**config.mk**
```make
export PLATFORM = sky130hd
export DESIGN_NAME = adapter_io_direction_voltage
export DESIGN_NICKNAME = d
export VERILOG_FILES = /design/src/rtl/adapter_io_pkg.sv /design/src/rtl/adapter_io_direction_voltage.sv
export SDC_FILE = /design/constraint.sdc
export NUM_CORES = 1
export LEC_CHECK = 0
export ABC_CLOCK_PERIOD_IN_PS = 3000
export BUFFER_PORTS_ARGS = -buffer_cell sky130_fd_sc_hd__buf_2
export CAP_MARGIN = 20
export CORE_ASPECT_RATIO = 1.5
export CORE_MARGIN = 10
export CORE_UTILIZATION = 44
export CTS_CLUSTER_SIZE = 20
export DETAILED_ROUTE_END_ITERATION = 7
export PLACE_DENSITY_LB_ADDON = 0.08
export SYNTH_ARGS = -nofsm -noshare
export SYNTH_HDL_FRONTEND = slang
export SYNTH_SLANG_ARGS = --single-unit
```
**constraint.sdc**
```tcl
create_clock -name mclk_i -period 3 [get_ports mclk_i]
set_input_delay 0.6 -clock mclk_i [delete_from_list [all_inputs] [get_ports mclk_i]]
set_output_delay 0.6 -clock mclk_i [all_outputs]
set_load 0.01 [all_outputs]
```
**src/rtl/adapter_io_pkg.sv**
```systemverilog
package adapter_io_pkg;

  // connector widths
  localparam int SE_WIDTH   = 32;
  localparam int DIFF_WIDTH = 16;
  localparam int FUNC_WIDTH = 3;
  localparam int DAC_WIDTH  = 10;

  // direction bit values
  localparam logic DIR_INPUT  = 1'b0;
  localparam logic DIR_OUTPUT = 1'b1;

  // fabric clock period and direction settle time
  localparam int CLK_PERIOD_NS   = 100;
  localparam int DIR_SETTLE_NS   = 9;
  localparam int DIR_SETTLE_CYC  =
    (DIR_SETTLE_NS + CLK_PERIOD_NS - 1) / CLK_PERIOD_NS;

  // converter settle time after a new voltage code
  localparam int VSETTLE_CYC = 16;
  localparam int VCNT_W      = 5;

  // logic family codes
  typedef enum logic [2:0] {
    FAM_1V2 = 3'h0,
    FAM_1V5 = 3'h1,
    FAM_1V8 = 3'h2,
    FAM_2V5 = 3'h3,
    FAM_3V3 = 3'h4
  } family_t;

  // converter codes per family (full scale 3.63 v)
  localparam logic [9:0] DAC_1V2 = 10'h152;
  localparam logic [9:0] DAC_1V5 = 10'h1a7;
  localparam logic [9:0] DAC_1V8 = 10'h1fb;
  localparam logic [9:0] DAC_2V5 = 10'h2c1;
  localparam logic [9:0] DAC_3V3 = 10'h3a2;
  localparam logic [9:0] DAC_RESET = 10'h3ff;

  // clock-out controls
  typedef struct packed {
    logic se_invert;
    logic diff_invert;
  } clk_ctl_t;

  // voltage request from user logic
  typedef struct packed {
    logic       use_code;
    family_t    family;
    logic [9:0] code;
  } volt_req_t;

  // double-rate capture word pair
  typedef struct packed {
    logic [SE_WIDTH-1:0]   se_rise;
    logic [SE_WIDTH-1:0]   se_fall;
    logic [DIFF_WIDTH-1:0] diff_rise;
    logic [DIFF_WIDTH-1:0] diff_fall;
  } ddr_word_t;

endpackage

```
**src/rtl/adapter_io_direction_voltage.sv**
```systemverilog
`timescale 1ns/1ns
// Overview of operation
// - 32 single-ended lines plus 3 function lines
// - 16 differential lines plus 3 function lines
// - each line has its own direction bit
// - export clocks, pass received clock inward
// - independent inversion per exported clock
// - double-rate words tagged rising and falling
// - voltage by 10-bit code or family
// - five families: 1.2 1.5 1.8 2.5 3.3
// - one voltage for all single-ended lines
// - voltage and direction logic always present
module adapter_io_direction_voltage (
  // clock and reset
  input  wire logic                                     mclk_i,
  input  wire logic                                     reset_i,
  // user side: single-ended data
  input  wire logic [adapter_io_pkg::SE_WIDTH-1:0]      se_dir_word_i,
  input  wire logic [adapter_io_pkg::SE_WIDTH-1:0]      se_write_word_i,
  output logic      [adapter_io_pkg::SE_WIDTH-1:0]      se_read_word_o,
  // user side: differential data
  input  wire logic [adapter_io_pkg::DIFF_WIDTH-1:0]    diff_dir_word_i,
  input  wire logic [adapter_io_pkg::DIFF_WIDTH-1:0]    diff_write_word_i,
  output logic      [adapter_io_pkg::DIFF_WIDTH-1:0]    diff_read_word_o,
  // user side: function lines, both connectors
  input  wire logic [2*adapter_io_pkg::FUNC_WIDTH-1:0]  func_dir_i,
  input  wire logic [2*adapter_io_pkg::FUNC_WIDTH-1:0]  func_write_i,
  output logic      [2*adapter_io_pkg::FUNC_WIDTH-1:0]  func_read_o,
  // user side: clocks and double rate
  input  wire adapter_io_pkg::clk_ctl_t                 clk_ctl_i,
  input  wire logic                                     clk_out_en_i,
  output logic                                          link_clk_o,
  output adapter_io_pkg::ddr_word_t                     ddr_word_o,
  output logic                                          ddr_valid_o,
  // user side: voltage
  input  wire adapter_io_pkg::volt_req_t                volt_req_i,
  input  wire logic                                     volt_set_i,
  output logic                                          volt_done_o,
  // pins: single-ended connector
  input  wire logic [adapter_io_pkg::SE_WIDTH-1:0]      se_pin_i,
  output logic      [adapter_io_pkg::SE_WIDTH-1:0]      se_pin_o,
  output logic      [adapter_io_pkg::SE_WIDTH-1:0]      se_pin_oe_o,
  // pins: differential connector
  input  wire logic [adapter_io_pkg::DIFF_WIDTH-1:0]    diff_pin_i,
  output logic      [adapter_io_pkg::DIFF_WIDTH-1:0]    diff_pin_o,
  output logic      [adapter_io_pkg::DIFF_WIDTH-1:0]    diff_pin_oe_o,
  // pins: function lines
  input  wire logic [2*adapter_io_pkg::FUNC_WIDTH-1:0]  func_pin_i,
  output logic      [2*adapter_io_pkg::FUNC_WIDTH-1:0]  func_pin_o,
  output logic      [2*adapter_io_pkg::FUNC_WIDTH-1:0]  func_pin_oe_o,
  // pins: clocks
  input  wire logic                                     link_clk_i,
  output logic                                          se_clk_pin_o,
  output logic                                          diff_clk_pin_o,
  // pins: supply converter
  output logic [adapter_io_pkg::DAC_WIDTH-1:0]          dac_code_o,
  output logic                                          dac_load_o
);
  import adapter_io_pkg::*;

  typedef enum logic [1:0] {
    V_UNSET,
    V_LOAD,
    V_SETTLE,
    V_READY
  } vstate_t;

  // whole module state
  typedef struct packed {
    vstate_t                 vst;       // voltage sequencer
    logic [VCNT_W-1:0]       vcnt;      // settle counter
    logic                    ever_set;  // one setting done since reset
    logic [9:0]              dac;       // code on converter
    logic                    load;      // converter load strobe
    logic [SE_WIDTH-1:0]     se_s1;     // sync stage 1
    logic [SE_WIDTH-1:0]     se_s2;     // sync stage 2
    logic [DIFF_WIDTH-1:0]   df_s1;
    logic [DIFF_WIDTH-1:0]   df_s2;
    logic [5:0]              fn_s1;
    logic [5:0]              fn_s2;
    logic [2:0]              ck_s;      // two sync + edge history
    logic [SE_WIDTH-1:0]     se_rd;
    logic [DIFF_WIDTH-1:0]   df_rd;
    logic [5:0]              fn_rd;
    logic [SE_WIDTH-1:0]     se_out;
    logic [SE_WIDTH-1:0]     se_oe;
    logic [DIFF_WIDTH-1:0]   df_out;
    logic [DIFF_WIDTH-1:0]   df_oe;
    logic [5:0]              fn_out;
    logic [5:0]              fn_oe;
    logic                    ck_div;    // exported clock base
    logic                    se_ck;
    logic                    df_ck;
    logic                    lk_clk;
    ddr_word_t               ddr;
    logic                    ddr_v;
    logic                    done;      // settled flag behind done pin
  } state_t;

  state_t st_r;   // registered state
  state_t st_nxt; // next state

  // family to converter code
  function automatic logic [9:0] family_code(input family_t f);
    case (f)
      FAM_1V2: family_code = DAC_1V2;
      FAM_1V5: family_code = DAC_1V5;
      FAM_1V8: family_code = DAC_1V8;
      FAM_2V5: family_code = DAC_2V5;
      FAM_3V3: family_code = DAC_3V3;
      default: family_code = DAC_1V2; // unknown codes fall to lowest
    endcase
  endfunction

  // lines usable only after a completed setting
  logic ready; // lines usable

  // next-state logic
  always_comb begin
    st_nxt = st_r;
    st_nxt.load = 1'b0;
    ready = st_r.ever_set && (st_r.vst == V_READY);
    // voltage sequencer, one level for all lines
    case (st_r.vst)
      V_UNSET, V_READY: begin
        if (volt_set_i) begin
          st_nxt.dac = volt_req_i.use_code ? volt_req_i.code
                                           : family_code(volt_req_i.family);
          st_nxt.load = 1'b1;
          st_nxt.vst = V_LOAD;
        end
      end
      V_LOAD: begin
        st_nxt.vcnt = VCNT_W'(VSETTLE_CYC - 1);
        st_nxt.vst = V_SETTLE;
      end
      V_SETTLE: begin
        if (st_r.vcnt == '0) begin
          st_nxt.vst = V_READY;
          st_nxt.ever_set = 1'b1;
        end else begin
          st_nxt.vcnt = st_r.vcnt - VCNT_W'(1);
        end
      end
      default: st_nxt.vst = V_UNSET;
    endcase
    // pin synchronisers; only stage 2 is read
    // stage 1 may go metastable, so no logic looks at it
    st_nxt.se_s1 = se_pin_i;
    st_nxt.se_s2 = st_r.se_s1;
    st_nxt.df_s1 = diff_pin_i;
    st_nxt.df_s2 = st_r.df_s1;
    st_nxt.fn_s1 = func_pin_i;
    st_nxt.fn_s2 = st_r.fn_s1;
    st_nxt.ck_s = {st_r.ck_s[1:0], link_clk_i};
    // read words, whole-word access
    st_nxt.se_rd = st_r.se_s2;
    st_nxt.df_rd = st_r.df_s2;
    st_nxt.fn_rd = st_r.fn_s2;
    // drivers: per-bit direction, gated until voltage is set
    st_nxt.se_out = se_write_word_i;
    st_nxt.df_out = diff_write_word_i;
    st_nxt.fn_out = func_write_i;
    st_nxt.se_oe = ready ? se_dir_word_i : '0;
    st_nxt.df_oe = ready ? diff_dir_word_i : '0;
    st_nxt.fn_oe = ready ? func_dir_i : '0;
    // exported clocks at half fabric rate, each with own inversion
    st_nxt.ck_div = clk_out_en_i ? ~st_r.ck_div : 1'b0;
    st_nxt.se_ck = ready & (st_r.ck_div ^ clk_ctl_i.se_invert);
    st_nxt.df_ck = ready & (st_r.ck_div ^ clk_ctl_i.diff_invert);
    st_nxt.lk_clk = st_r.ck_s[1];
    // double rate: sample on both edges of received clock
    // edge history uses stage 2 onward, aligned with the data
    st_nxt.ddr_v = 1'b0;
    if (st_r.ck_s[1] && !st_r.ck_s[2]) begin
      st_nxt.ddr.se_rise = st_r.se_s2;
      st_nxt.ddr.diff_rise = st_r.df_s2;
    end else if (!st_r.ck_s[1] && st_r.ck_s[2]) begin
      st_nxt.ddr.se_fall = st_r.se_s2;
      st_nxt.ddr.diff_fall = st_r.df_s2;
      st_nxt.ddr_v = 1'b1; // pair complete on falling edge
    end
    // done registered from the next state so the pin is a flop
    st_nxt.done = st_nxt.ever_set && (st_nxt.vst == V_READY);
  end

  // state register
  // reset leaves drivers off and the converter at full scale
  always_ff @(posedge mclk_i) begin
    if (reset_i) begin
      st_r <= '0;
      st_r.vst <= V_UNSET;
      st_r.dac <= DAC_RESET;
    end else begin
      st_r <= st_nxt;
    end
  end

  // outputs straight from flops
  assign se_read_word_o   = st_r.se_rd;
  assign diff_read_word_o = st_r.df_rd;
  assign func_read_o      = st_r.fn_rd;
  assign link_clk_o       = st_r.lk_clk;
  assign ddr_word_o       = st_r.ddr;
  assign ddr_valid_o      = st_r.ddr_v;
  assign volt_done_o      = st_r.done;
  assign se_pin_o         = st_r.se_out;
  assign se_pin_oe_o      = st_r.se_oe;
  assign diff_pin_o       = st_r.df_out;
  assign diff_pin_oe_o    = st_r.df_oe;
  assign func_pin_o       = st_r.fn_out;
  assign func_pin_oe_o    = st_r.fn_oe;
  assign se_clk_pin_o     = st_r.se_ck;
  assign diff_clk_pin_o   = st_r.df_ck;
  assign dac_code_o       = st_r.dac;
  assign dac_load_o       = st_r.load;

endmodule

```
==> metrics.yaml, run 1 <==
clocking:
  cts.clk_slew.worst_paths_ps: 60
  clock_path_buffers: 3
  cts_tree: "yes"
  cts_sinks: 393
  numCtsBuffers: 38
  cts_max_level: 2
  cts_repair_resize_count: 0
  cts_setup_buffers: 0
  holdBufCountCts: 0
  worstSkewPairLatency_ps: 530
  clockRootBuffer: "clkbuf_16"
setup_path:
  end_kind: "flop"
  max_stage_delay_ps: 520
  crit_family: "simple AND/OR/NAND/NOR gates"
  required_ps: 3440
  critPathBufInv: 1
  start_kind: "flop"
  worstSetupPathType: "flop to flop"
  cp_cell_sequence: "inv_1 > ha_1 > or4b_4 > a211o_1 > a31oi_1"
  worstPathArrival_ps: 2330
  crit_fanout: 14
  cp_slowest_cell: "or4b_4"
global_route:
  grt_max_degree: 160
  grt_pass1_vias: 8753
  antenna_found_initial: 3
  grt-ovfl-total: 0
  busiest_layer: "met2"
  grt_pass1_wl_um: 51000
  met2_usage_pct: 30.8
  gr-usage-met1_pct: 16.8
  met3_usage_pct: 7.10
  grtUsageTotal_pct: 16.8
cells_and_area:
  fin_nets: 1745
  mostFrequentLayoutCells: "buf_2, dfxtp_1, nor2b_1"
  antenna_cells: 0
  nFillCells: 2956
  drive_gt1_share_pct: 33.6
  finalNonFillerCells: 1992
  final_common_cell: "buf_2"
  utilization_pct: 51.0
  area_growth_pct: 15.0
sta:
  setup_viol: 0
  slew-limit-headroom_pct: 40.0
  drv_slew: 0
  hold_viol: 0
  period_share_pct: 62.9
  fmax_mhz: 530
  period_minus_slack_ps: 1890
  setup_tns_ps: 0
  fin_skew_ps: 8.23
  worst_pin_slew_ps: 901
  rsz0062_at_grt: "false"
  hold_slack_ps: 271
power:
  p_leak_nw: 7.19
  irDropWorstVdd_mv: 0.580
  p_total_w: 0.0119
  p_per_area_nw_per_um2: 753
detailed_routing:
  drt-initial-drc-count: 386
  routedWlPerCell_um: 17.3
  vias: 8662
  ant_nets: 0
  viasPerCell: 4.35
  wirelength_um: 34400
  post-route-drc-count: 0
  first_pass_iters: 4
synth:
  netlist_instances: 1390
  ys_warn_count: 0
  synth-edff-count: 0
  synthArstFlopShare_pct: 0
  ys_ff_latch: 393
  yosysSeqAreaShare_pct: 57.4
  avgSynthCellArea_um2: 9.87
  yosysUniqueCellTypes: 40
  ys.flop_type: "dfxtp_1"
  syn-num-nets: 1577
  synth_area_um2: 13700
placed_design:
  numPortBuffers: 456
  placed_cells: 1923
  gp_congestion: 0.829
  hpwlAfterDp_um: 25100
floorplanning:
  fp-row-count: 79
  start_util_pct: 44.3
  core_area_um2: 30900
  die_h_um: 236
  dieArea_um2: 38800
  io_pins: 457
  die_w_um: 164
flow_run:
  cap_violations: 0
run_status:
  status: "complete, no violations"
hold_path:
  holdCritPathClass: "input port to flop"
[metrics by stage]
| stage | cell area, um2 | setup WS [ps] |
|---|---|---|
| after floorplan | 13700 | 1400 |
| after global placement | 14300 | 1070 |
| after detailed placement | 14300 | 1040 |
| after CTS | 15800 | 1130 |
| after global routing | 15800 | 1010 |
| final | 15800 | 1110 |
[cells by family (layout without fill, tap and decap cells)]
| family | count (synthesis) | after routing | synth area share, % |
|---|---|---|---|
| compound gates | 137 | 137 | 5.46 |
| simple gates | 508 | 508 | 19.5 |
| fa+ha+maj | 4 | 4 | 0.365 |
| flops | 393 | 393 | 57.4 |
| buf+inv | 344 | 541 | 17.0 |
| xor+xnor | 4 | 4 | 0.255 |
[registers in the layout (all words and copies together) (netlist names)]
| name | cells |
|---|---|
| se_clk_pin_o | 1 |
| ddr_valid_o | 1 |
| ddr_word_o | 96 |
| se_pin_oe_o | 32 |
| se_read_word_o | 32 |
| st_nxt | 110 |
| st_r | 10 |
| volt_done_o | 1 |
| se_pin_o | 32 |
| diff_pin_oe_o | 16 |
| diff_clk_pin_o | 1 |
| diff_read_word_o | 16 |
| func_read_o | 6 |
| dac_load_o | 1 |
| func_pin_o | 6 |
| dac_code_o | 10 |
| func_pin_oe_o | 6 |
| diff_pin_o | 16 |
[power by group]
part / switching, W / internal [W] / total, W / leakage [nW]
clock network: 0.00200 / 0.00341 / 0.00541 / 0.691
registers: 0.000113 / 0.00545 / 0.00556 / 3.21
logic: 0.000509 / 0.000412 / 0.000921 / 3.29
total: 0.00262 / 0.00927 / 0.0119 / 7.19
[worst paths after layout]
path              depth (start not counted)  slack (ps)               to         startpoint
hold reg to reg                           1         430      st_nxt[252]        st_nxt[331]
hold / removal                            2         270  se_pin_oe_o[10]  se_dir_word_i[10]
setup / recovery                          5        1110        st_r[390]          st_r[392]
setup reg to reg                          5        1110        st_r[390]          st_r[392]
[metal layers]
layer	vias up	wire [um]
li1	4394	-
met1	3900	12500
met2	315	17500
met3	47	3760
met4	6	578
met5	-	35
[synthesized netlist by cell type (4+ instances only)]
library cell	instances	area share (%)
a21oi_1	105	3.8
inv_1	7	0.19
clkbuf_1	46	1.3
buf_4	270	15
nand2b_1	6	0.27
and2_1	58	2.6
buf_2	16	0.58
nor2b_1	223	10
dfxtp_1	393	57
o21ai_0	4	0.15
a211oi_1	4	0.22
nand2_1	198	5.4
o21ai_1	8	0.29
nor2_1	9	0.25
a31oi_1	4	0.18
ha_1	4	0.36
[layout make-up]
| class | instances | area (um2) | share of cell area (%) |
|---|---|---|---|
| clock buffers | 51 | 1080 | 6.87 |
| clock inverters | 18 | 352 | 2.23 |
| inverters | 8 | 30.0 | 0.190 |
| multi-input cells | 653 | 3540 | 22.4 |
| flip-flops and latches | 393 | 7870 | 49.9 |
| well taps | 405 | 507 | 3.21 |
| repair buffers | 464 | 2400 | 15.2 |
No activity file was read; power rests on OpenSTA's default activity.
==> inputs of run 2 (changes only) <==
Settings changed: ABC_AREA set to 1, ABC_CLOCK_PERIOD_IN_PS 3000 to 1900.
Clock period 3 ns to 1.9 ns, I/O delays scaled along.
==> run 2 against run 1 <==
- sequential power increased by 59%
- synthesized cell count is 14% higher
- first-iteration DRC count decreased by 15%
- register-to-register slack got worse by 710 ps
- critical path depth grew 1
- total power grew 52%
- highest routed layer unchanged
- hold slack worse by 220 ps
- global-route usage is 1.1 points lower
- fmax increased by 26%
- synthesized area rose by 1.7%
- sequential share of layout area increased by 0.063 points
- flip-flop and latch count did not move
==> metrics.yaml, run 2 <==
global_route:
  grt-ovfl-total: 0
  antenna_found_initial: 1
  grt_max_degree: 96
  grt_pass1_wl_um: 49200
  grtUsageTotal_pct: 15.7
  grt_pass1_vias: 9234
sta:
  drv_slew: 0
  fmax_mhz: 668
  rsz0062_at_grt: "false"
  hold_viol: 0
  worst_pin_slew_ps: 564
  period_minus_slack_ps: 1500
  setup_viol: 0
  period_share_pct: 78.8
  slew-limit-headroom_pct: 62.4
  fin_skew_ps: 11.6
  setup_tns_ps: 0
synth:
  synthTopCellsByCount: "dfxtp_1, inv_1, buf_4"
  netlist.area_leader.share_pct: 56.4
  ys.flop_type: "dfxtp_1"
  ys_ff_latch: 393
  ys_warn_count: 0
  yosysUniqueCellTypes: 29
  netlist_instances: 1590
  yosys-top-cells-area: "dfxtp_1, buf_4, inv_1"
  synth_area_um2: 13900
  yosysTopAreaCell: "dfxtp_1"
  avgSynthCellArea_um2: 8.77
  synth.most_common_cell: "dfxtp_1"
  synth-edff-count: 0
  synthArstFlopShare_pct: 0
  syn-num-nets: 1777
  yosysSeqAreaShare_pct: 56.4
clocking:
  cts.clk_slew.worst_paths_ps: 60
  cts_tree: "yes"
  clockRootBuffer: "clkbuf_16"
  worstSkewPairLatency_ps: 520
  cts_repair_resize_count: 0
  holdBufCountCts: 0
  cts_sinks: 393
  cts_max_level: 2
  numCtsBuffers: 38
  cts_setup_buffers: 0
  clock_path_buffers: 3
power:
  p_leak_nw: 8.37
  p_per_area_nw_per_um2: 1150
  irDropWorstVdd_mv: 0.816
  p_total_w: 0.0180
detailed_routing:
  drt-initial-drc-count: 330
  ant_nets: 0
  wirelength_um: 32400
  routedWlPerCell_um: 14.8
  met1_length_um: 11600
  top_layer: "met5"
  viasPerCell: 4.19
  vias: 9203
  post-route-drc-count: 0
  first_pass_iters: 4
  wl_met3_um: 3800
  wl_met2_um: 16200
placed_design:
  numPortBuffers: 456
  gp_congestion: 0.870
  dpl_cell_area_um2: 14500
  placed_cells: 2131
  hpwlAfterDp_um: 24500
run_status:
  status: "complete, no violations"
cells_and_area:
  fin_nets: 1953
  antenna_cells: 0
  finalNonFillerCells: 2195
  stdcell_area_um2: 15800
  area_growth_pct: 13.0
  mostFrequentLayoutCells: "buf_2, dfxtp_1, inv_1"
  drive_gt1_share_pct: 30.6
  final_common_cell: "buf_2"
  largest_register_ffs: 110
  utilization_pct: 50.6
floorplanning:
  fp-row-count: 79
  io_pins: 457
  die_h_um: 238
  core_area_um2: 31100
  die_w_um: 165
  dieArea_um2: 39400
  start_util_pct: 44.8
setup_path:
  regToRegSetupSlack_ps: 400
  required_ps: 2300
  end_kind: "flop"
  reg2reg_depth: 6
  worstSetupPathType: "flop to flop"
  crit_fanout: 11
  cp_cell_sequence: "inv_1 > ha_1 > nand2_1 > buf_4 > a211oi_1 > a31oi_1"
  max_stage_delay_ps: 380
  rr_endpoint: "dac_code_o[5]"
  start_kind: "flop"
  rr_startpoint: "st_r[392]"
  worstPathArrival_ps: 1890
  cp_slowest_cell: "dfxtp_1"
hold_path:
  holdCritPathClass: "input port to flop"
  hp-start: "se_pin_i[26]"
  hold_path_depth: 3
  min_to: "st_nxt[337]"
flow_run:
  cap_violations: 0
## run 2: kinds of logic after synthesis
| logic type | Yosys count | share of synthesized area (%) |
|---|---|---|
| compound gates | 218 | 7.99 |
| xor+xnor | 2 | 0.126 |
| flops | 393 | 56.4 |
| fa+ha+maj | 4 | 0.359 |
| buf+inv | 627 | 25.3 |
| simple gates | 346 | 9.83 |
## run 2: critical path, delay by kind of cell (launching register included)
family	cells	cell delay (ps)
AO/OA/AOI/OAI	2	270
adder cells (fa/ha/maj)	1	330
buffers and inverters	2	260
flip-flops	1	380
AND/OR/NAND/NOR	1	140
## run 2: cell type report
class / instances / area (um2)
sequential: 393 / 7870
clock buffer: 56 / 1170
multi-input combinational: 570 / 2560
inverter: 293 / 1100
fill: 3077 / 15400
tap: 405 / 507
timing repair buffer: 470 / 2460
clock inverter: 8 / 93.8
## run 2: power breakdown
part           internal (W)  total [W]  leakage (nW)  switching (W)
Combinational      0.000667    0.00167          4.52       0.000998
Sequential          0.00867    0.00885          3.22       0.000182
Clock               0.00453    0.00753         0.629        0.00300
Total                0.0139     0.0180          8.37        0.00418
## run 2: stage by stage
stage	worst slack, ps	hold slack (ps)
floorplan	516	388
detailed placement	284	392
finish	402	53.8
CTS	364	17.4
global route	241	29.0
global placement	294	389
## run 2: worst max path at each step
stage              start                 to  slack (ps)  depth (start not counted)
2_1_floorplan  st_r[392]      dac_code_o[1]         520                          7
3_3_place_gp     reset_i  diff_pin_oe_o[15]         290                          5
3_5_place_dp     reset_i    se_pin_oe_o[28]         280                          5
4_1_cts        st_r[266]         link_clk_o         360                          1
5_1_grt        st_r[392]      dac_code_o[5]         240                          6
6_report       st_r[392]      dac_code_o[5]         400                          6
## run 2: routing by layer
| metal | vias to the layer above | track usage [%] |
|---|---|---|
| met1 | 4002 | 15.6 |
| met4 | 2 | 4.91 |
| met3 | 52 | 6.65 |
| met5 | - | 0 |
| li1 | 4810 | - |
| met2 | 337 | 28.4 |
==> inputs of run 3 (changes only) <==
Settings changed: ABC_CLOCK_PERIOD_IN_PS 1900 to 1300.
Clock period 1.9 ns to 1.3 ns, I/O delays scaled along.
==> run 3 against run 2 <==
- wire length increased by 9.0%
- sequential share of layout area down 6.0 points
- clock skew up 1.5 ps
- final area is 15% higher
- register-to-register slack got worse by 350 ps
- non-clock buffer count rose by 182
- flip-flop and latch count unchanged
- critical path type is now flop to primary output
- largest power group unchanged
==> metrics.yaml, run 3 (synthesis results as in run 2) <==
detailed_routing:
  first_pass_iters: 4
  ant_nets: 0
  viasPerCell: 4.22
  wl_met2_um: 17700
  post-route-drc-count: 0
  wl_met3_um: 4030
  routedWlPerCell_um: 14.8
  met1_length_um: 12500
  top_layer: "met4"
  drt-initial-drc-count: 314
  vias: 10000
  wirelength_um: 35300
floorplanning:
  start_util_pct: 44.8
  die_h_um: 238
  core_area_um2: 31100
  fp-row-count: 79
  io_pins: 457
  dieArea_um2: 39400
  die_w_um: 165
power:
  p_leak_nw: 9.24
  p_switching_w: 0.00645
  seq_power_share_pct: 47.2
  comb_power_share_pct: 12.1
  swShare_pct: 23.4
  p_clk_share_pct: 40.7
  irDropWorstVdd_mv: 1.27
  p_per_area_nw_per_um2: 1520
  p_int_w: 0.0211
setup_path:
  required_ps: 1040
  worstPathArrival_ps: 1010
  worstSetupPathType: "flop to primary output"
  start_kind: "flop"
  crit_family: "flip-flops"
  end_kind: "primary output"
  cp_slowest_cell: "dfxtp_4"
  cp_cell_sequence: "buf_6"
  max_stage_delay_ps: 350
  critPathBufInv: 1
  crit_fanout: 3
sta:
  fmax_mhz: 790
  rsz0062_at_grt: "true"
  fin_skew_ps: 13.0
  hold_slack_ps: 38.4
  drv_slew: 0
  setup_viol: 0
  setup_tns_ps: 0
  period_share_pct: 97.3
  worst_pin_slew_ps: 392
  period_minus_slack_ps: 1270
  slew-limit-headroom_pct: 73.9
  hold_viol: 0
global_route:
  antenna_found_initial: 1
  grt-ovfl-total: 0
  grt_pass1_wl_um: 54500
  grtUsageTotal_pct: 17.2
  grt_pass1_vias: 10300
  grt_max_degree: 90
clocking:
  cts_tree: "yes"
  cts_sinks: 393
  cts.clk_slew.worst_paths_ps: 60
  clockRootBuffer: "clkbuf_16"
  cts_max_level: 2
  numCtsBuffers: 38
  clock_path_buffers: 3
  worstSkewPairLatency_ps: 520
placed_design:
  hpwlAfterDp_um: 24400
  numPortBuffers: 456
  gp_congestion: 0.820
hold_path:
  holdCritPathClass: "input port to flop"
cells_and_area:
  area_growth_pct: 29.6
  final_common_cell: "buf_2"
  drive_gt1_share_pct: 31.4
  mostFrequentLayoutCells: "buf_2, dfxtp_1, inv_1"
  largest_register_ffs: 110
  fin_nets: 2135
  utilization_pct: 58.0
flow_run:
  cap_violations: 0
run_status:
  status: "complete, no violations"
## run 3: cell count changes in the layout (fill, tap and decap cells not counted), moves of 2 or more
cell	previous run	this run
dlygate4sd3_1	0	176
dfxtp_1	393	336
dfxtp_2	0	56
buf_2	455	408
buf_6	1	34
buf_4	9	22
buf_12	5	12
clkbuf_1	6	10
clkinv_2	6	9
clkbuf_8	9	7
ha_1	4	2
ha_4	0	2
nor2_1	283	281
## run 3: what timing repair did
action                                  in CTS  in global routing
cloned                                       1                  0
hold buffers                               176                  0
pin swaps                                    1                  4
endpoints found under the setup margin      38                 62
endpoints found under the hold margin      173                  0
setup buffers                                0                  1
gates resized for setup                     46                 77
## run 3: power groups by stage
stage	clock network (W)	registers, W	logic [W]
detailed placement	0	0.0132	0.00260
global placement	0	0.0132	0.00256
floorplan	0	0.0131	0.00199
CTS	0.0116	0.0130	0.00313
finish	0.0112	0.0130	0.00333
global route	0.0120	0.0130	0.00373
## run 3: final cells by class
cell class	instances	area, um2
well taps	405	507
multi-input cells	570	2630
fillers	2798	13100
diodes	1	2.50
clock inverters	11	130
inverters	293	1100
repair buffers	652	4590
clock buffers	58	1160
flip-flops and latches	393	7940
## run 3: stage by stage
step	total power, W	setup WS [ps]	instances	cell area [um2]
after floorplan	0.0151	1.44	1590	14000
after global placement	0.0157	-16.5	2135	14600
after detailed placement	0.0158	-50.3	2135	14600
after CTS	0.0276	-8.88	2381	17800
after global routing	0.0288	-20.6	2383	18100
final	0.0275	34.9	2383	18100
## run 3: per-layer routing
metal  track usage (%)  vias up
met5                 0        -
met4              6.08        0
met3              7.36       61
met2              31.0      359
met1              17.1     4445
li1                  -     5182
## run 3: path summary, 6_finish.rpt
kind,from,to,slack (ps),depth (start not counted)
worst max-delay path,st_r[266],link_clk_o,30,1
worst min register to register,st_nxt[212],func_read_o[2],400,2
worst max register to register,st_r[392],dac_code_o[7],50,7
worst min-delay path,volt_req_i[5],dac_code_o[5],40,3
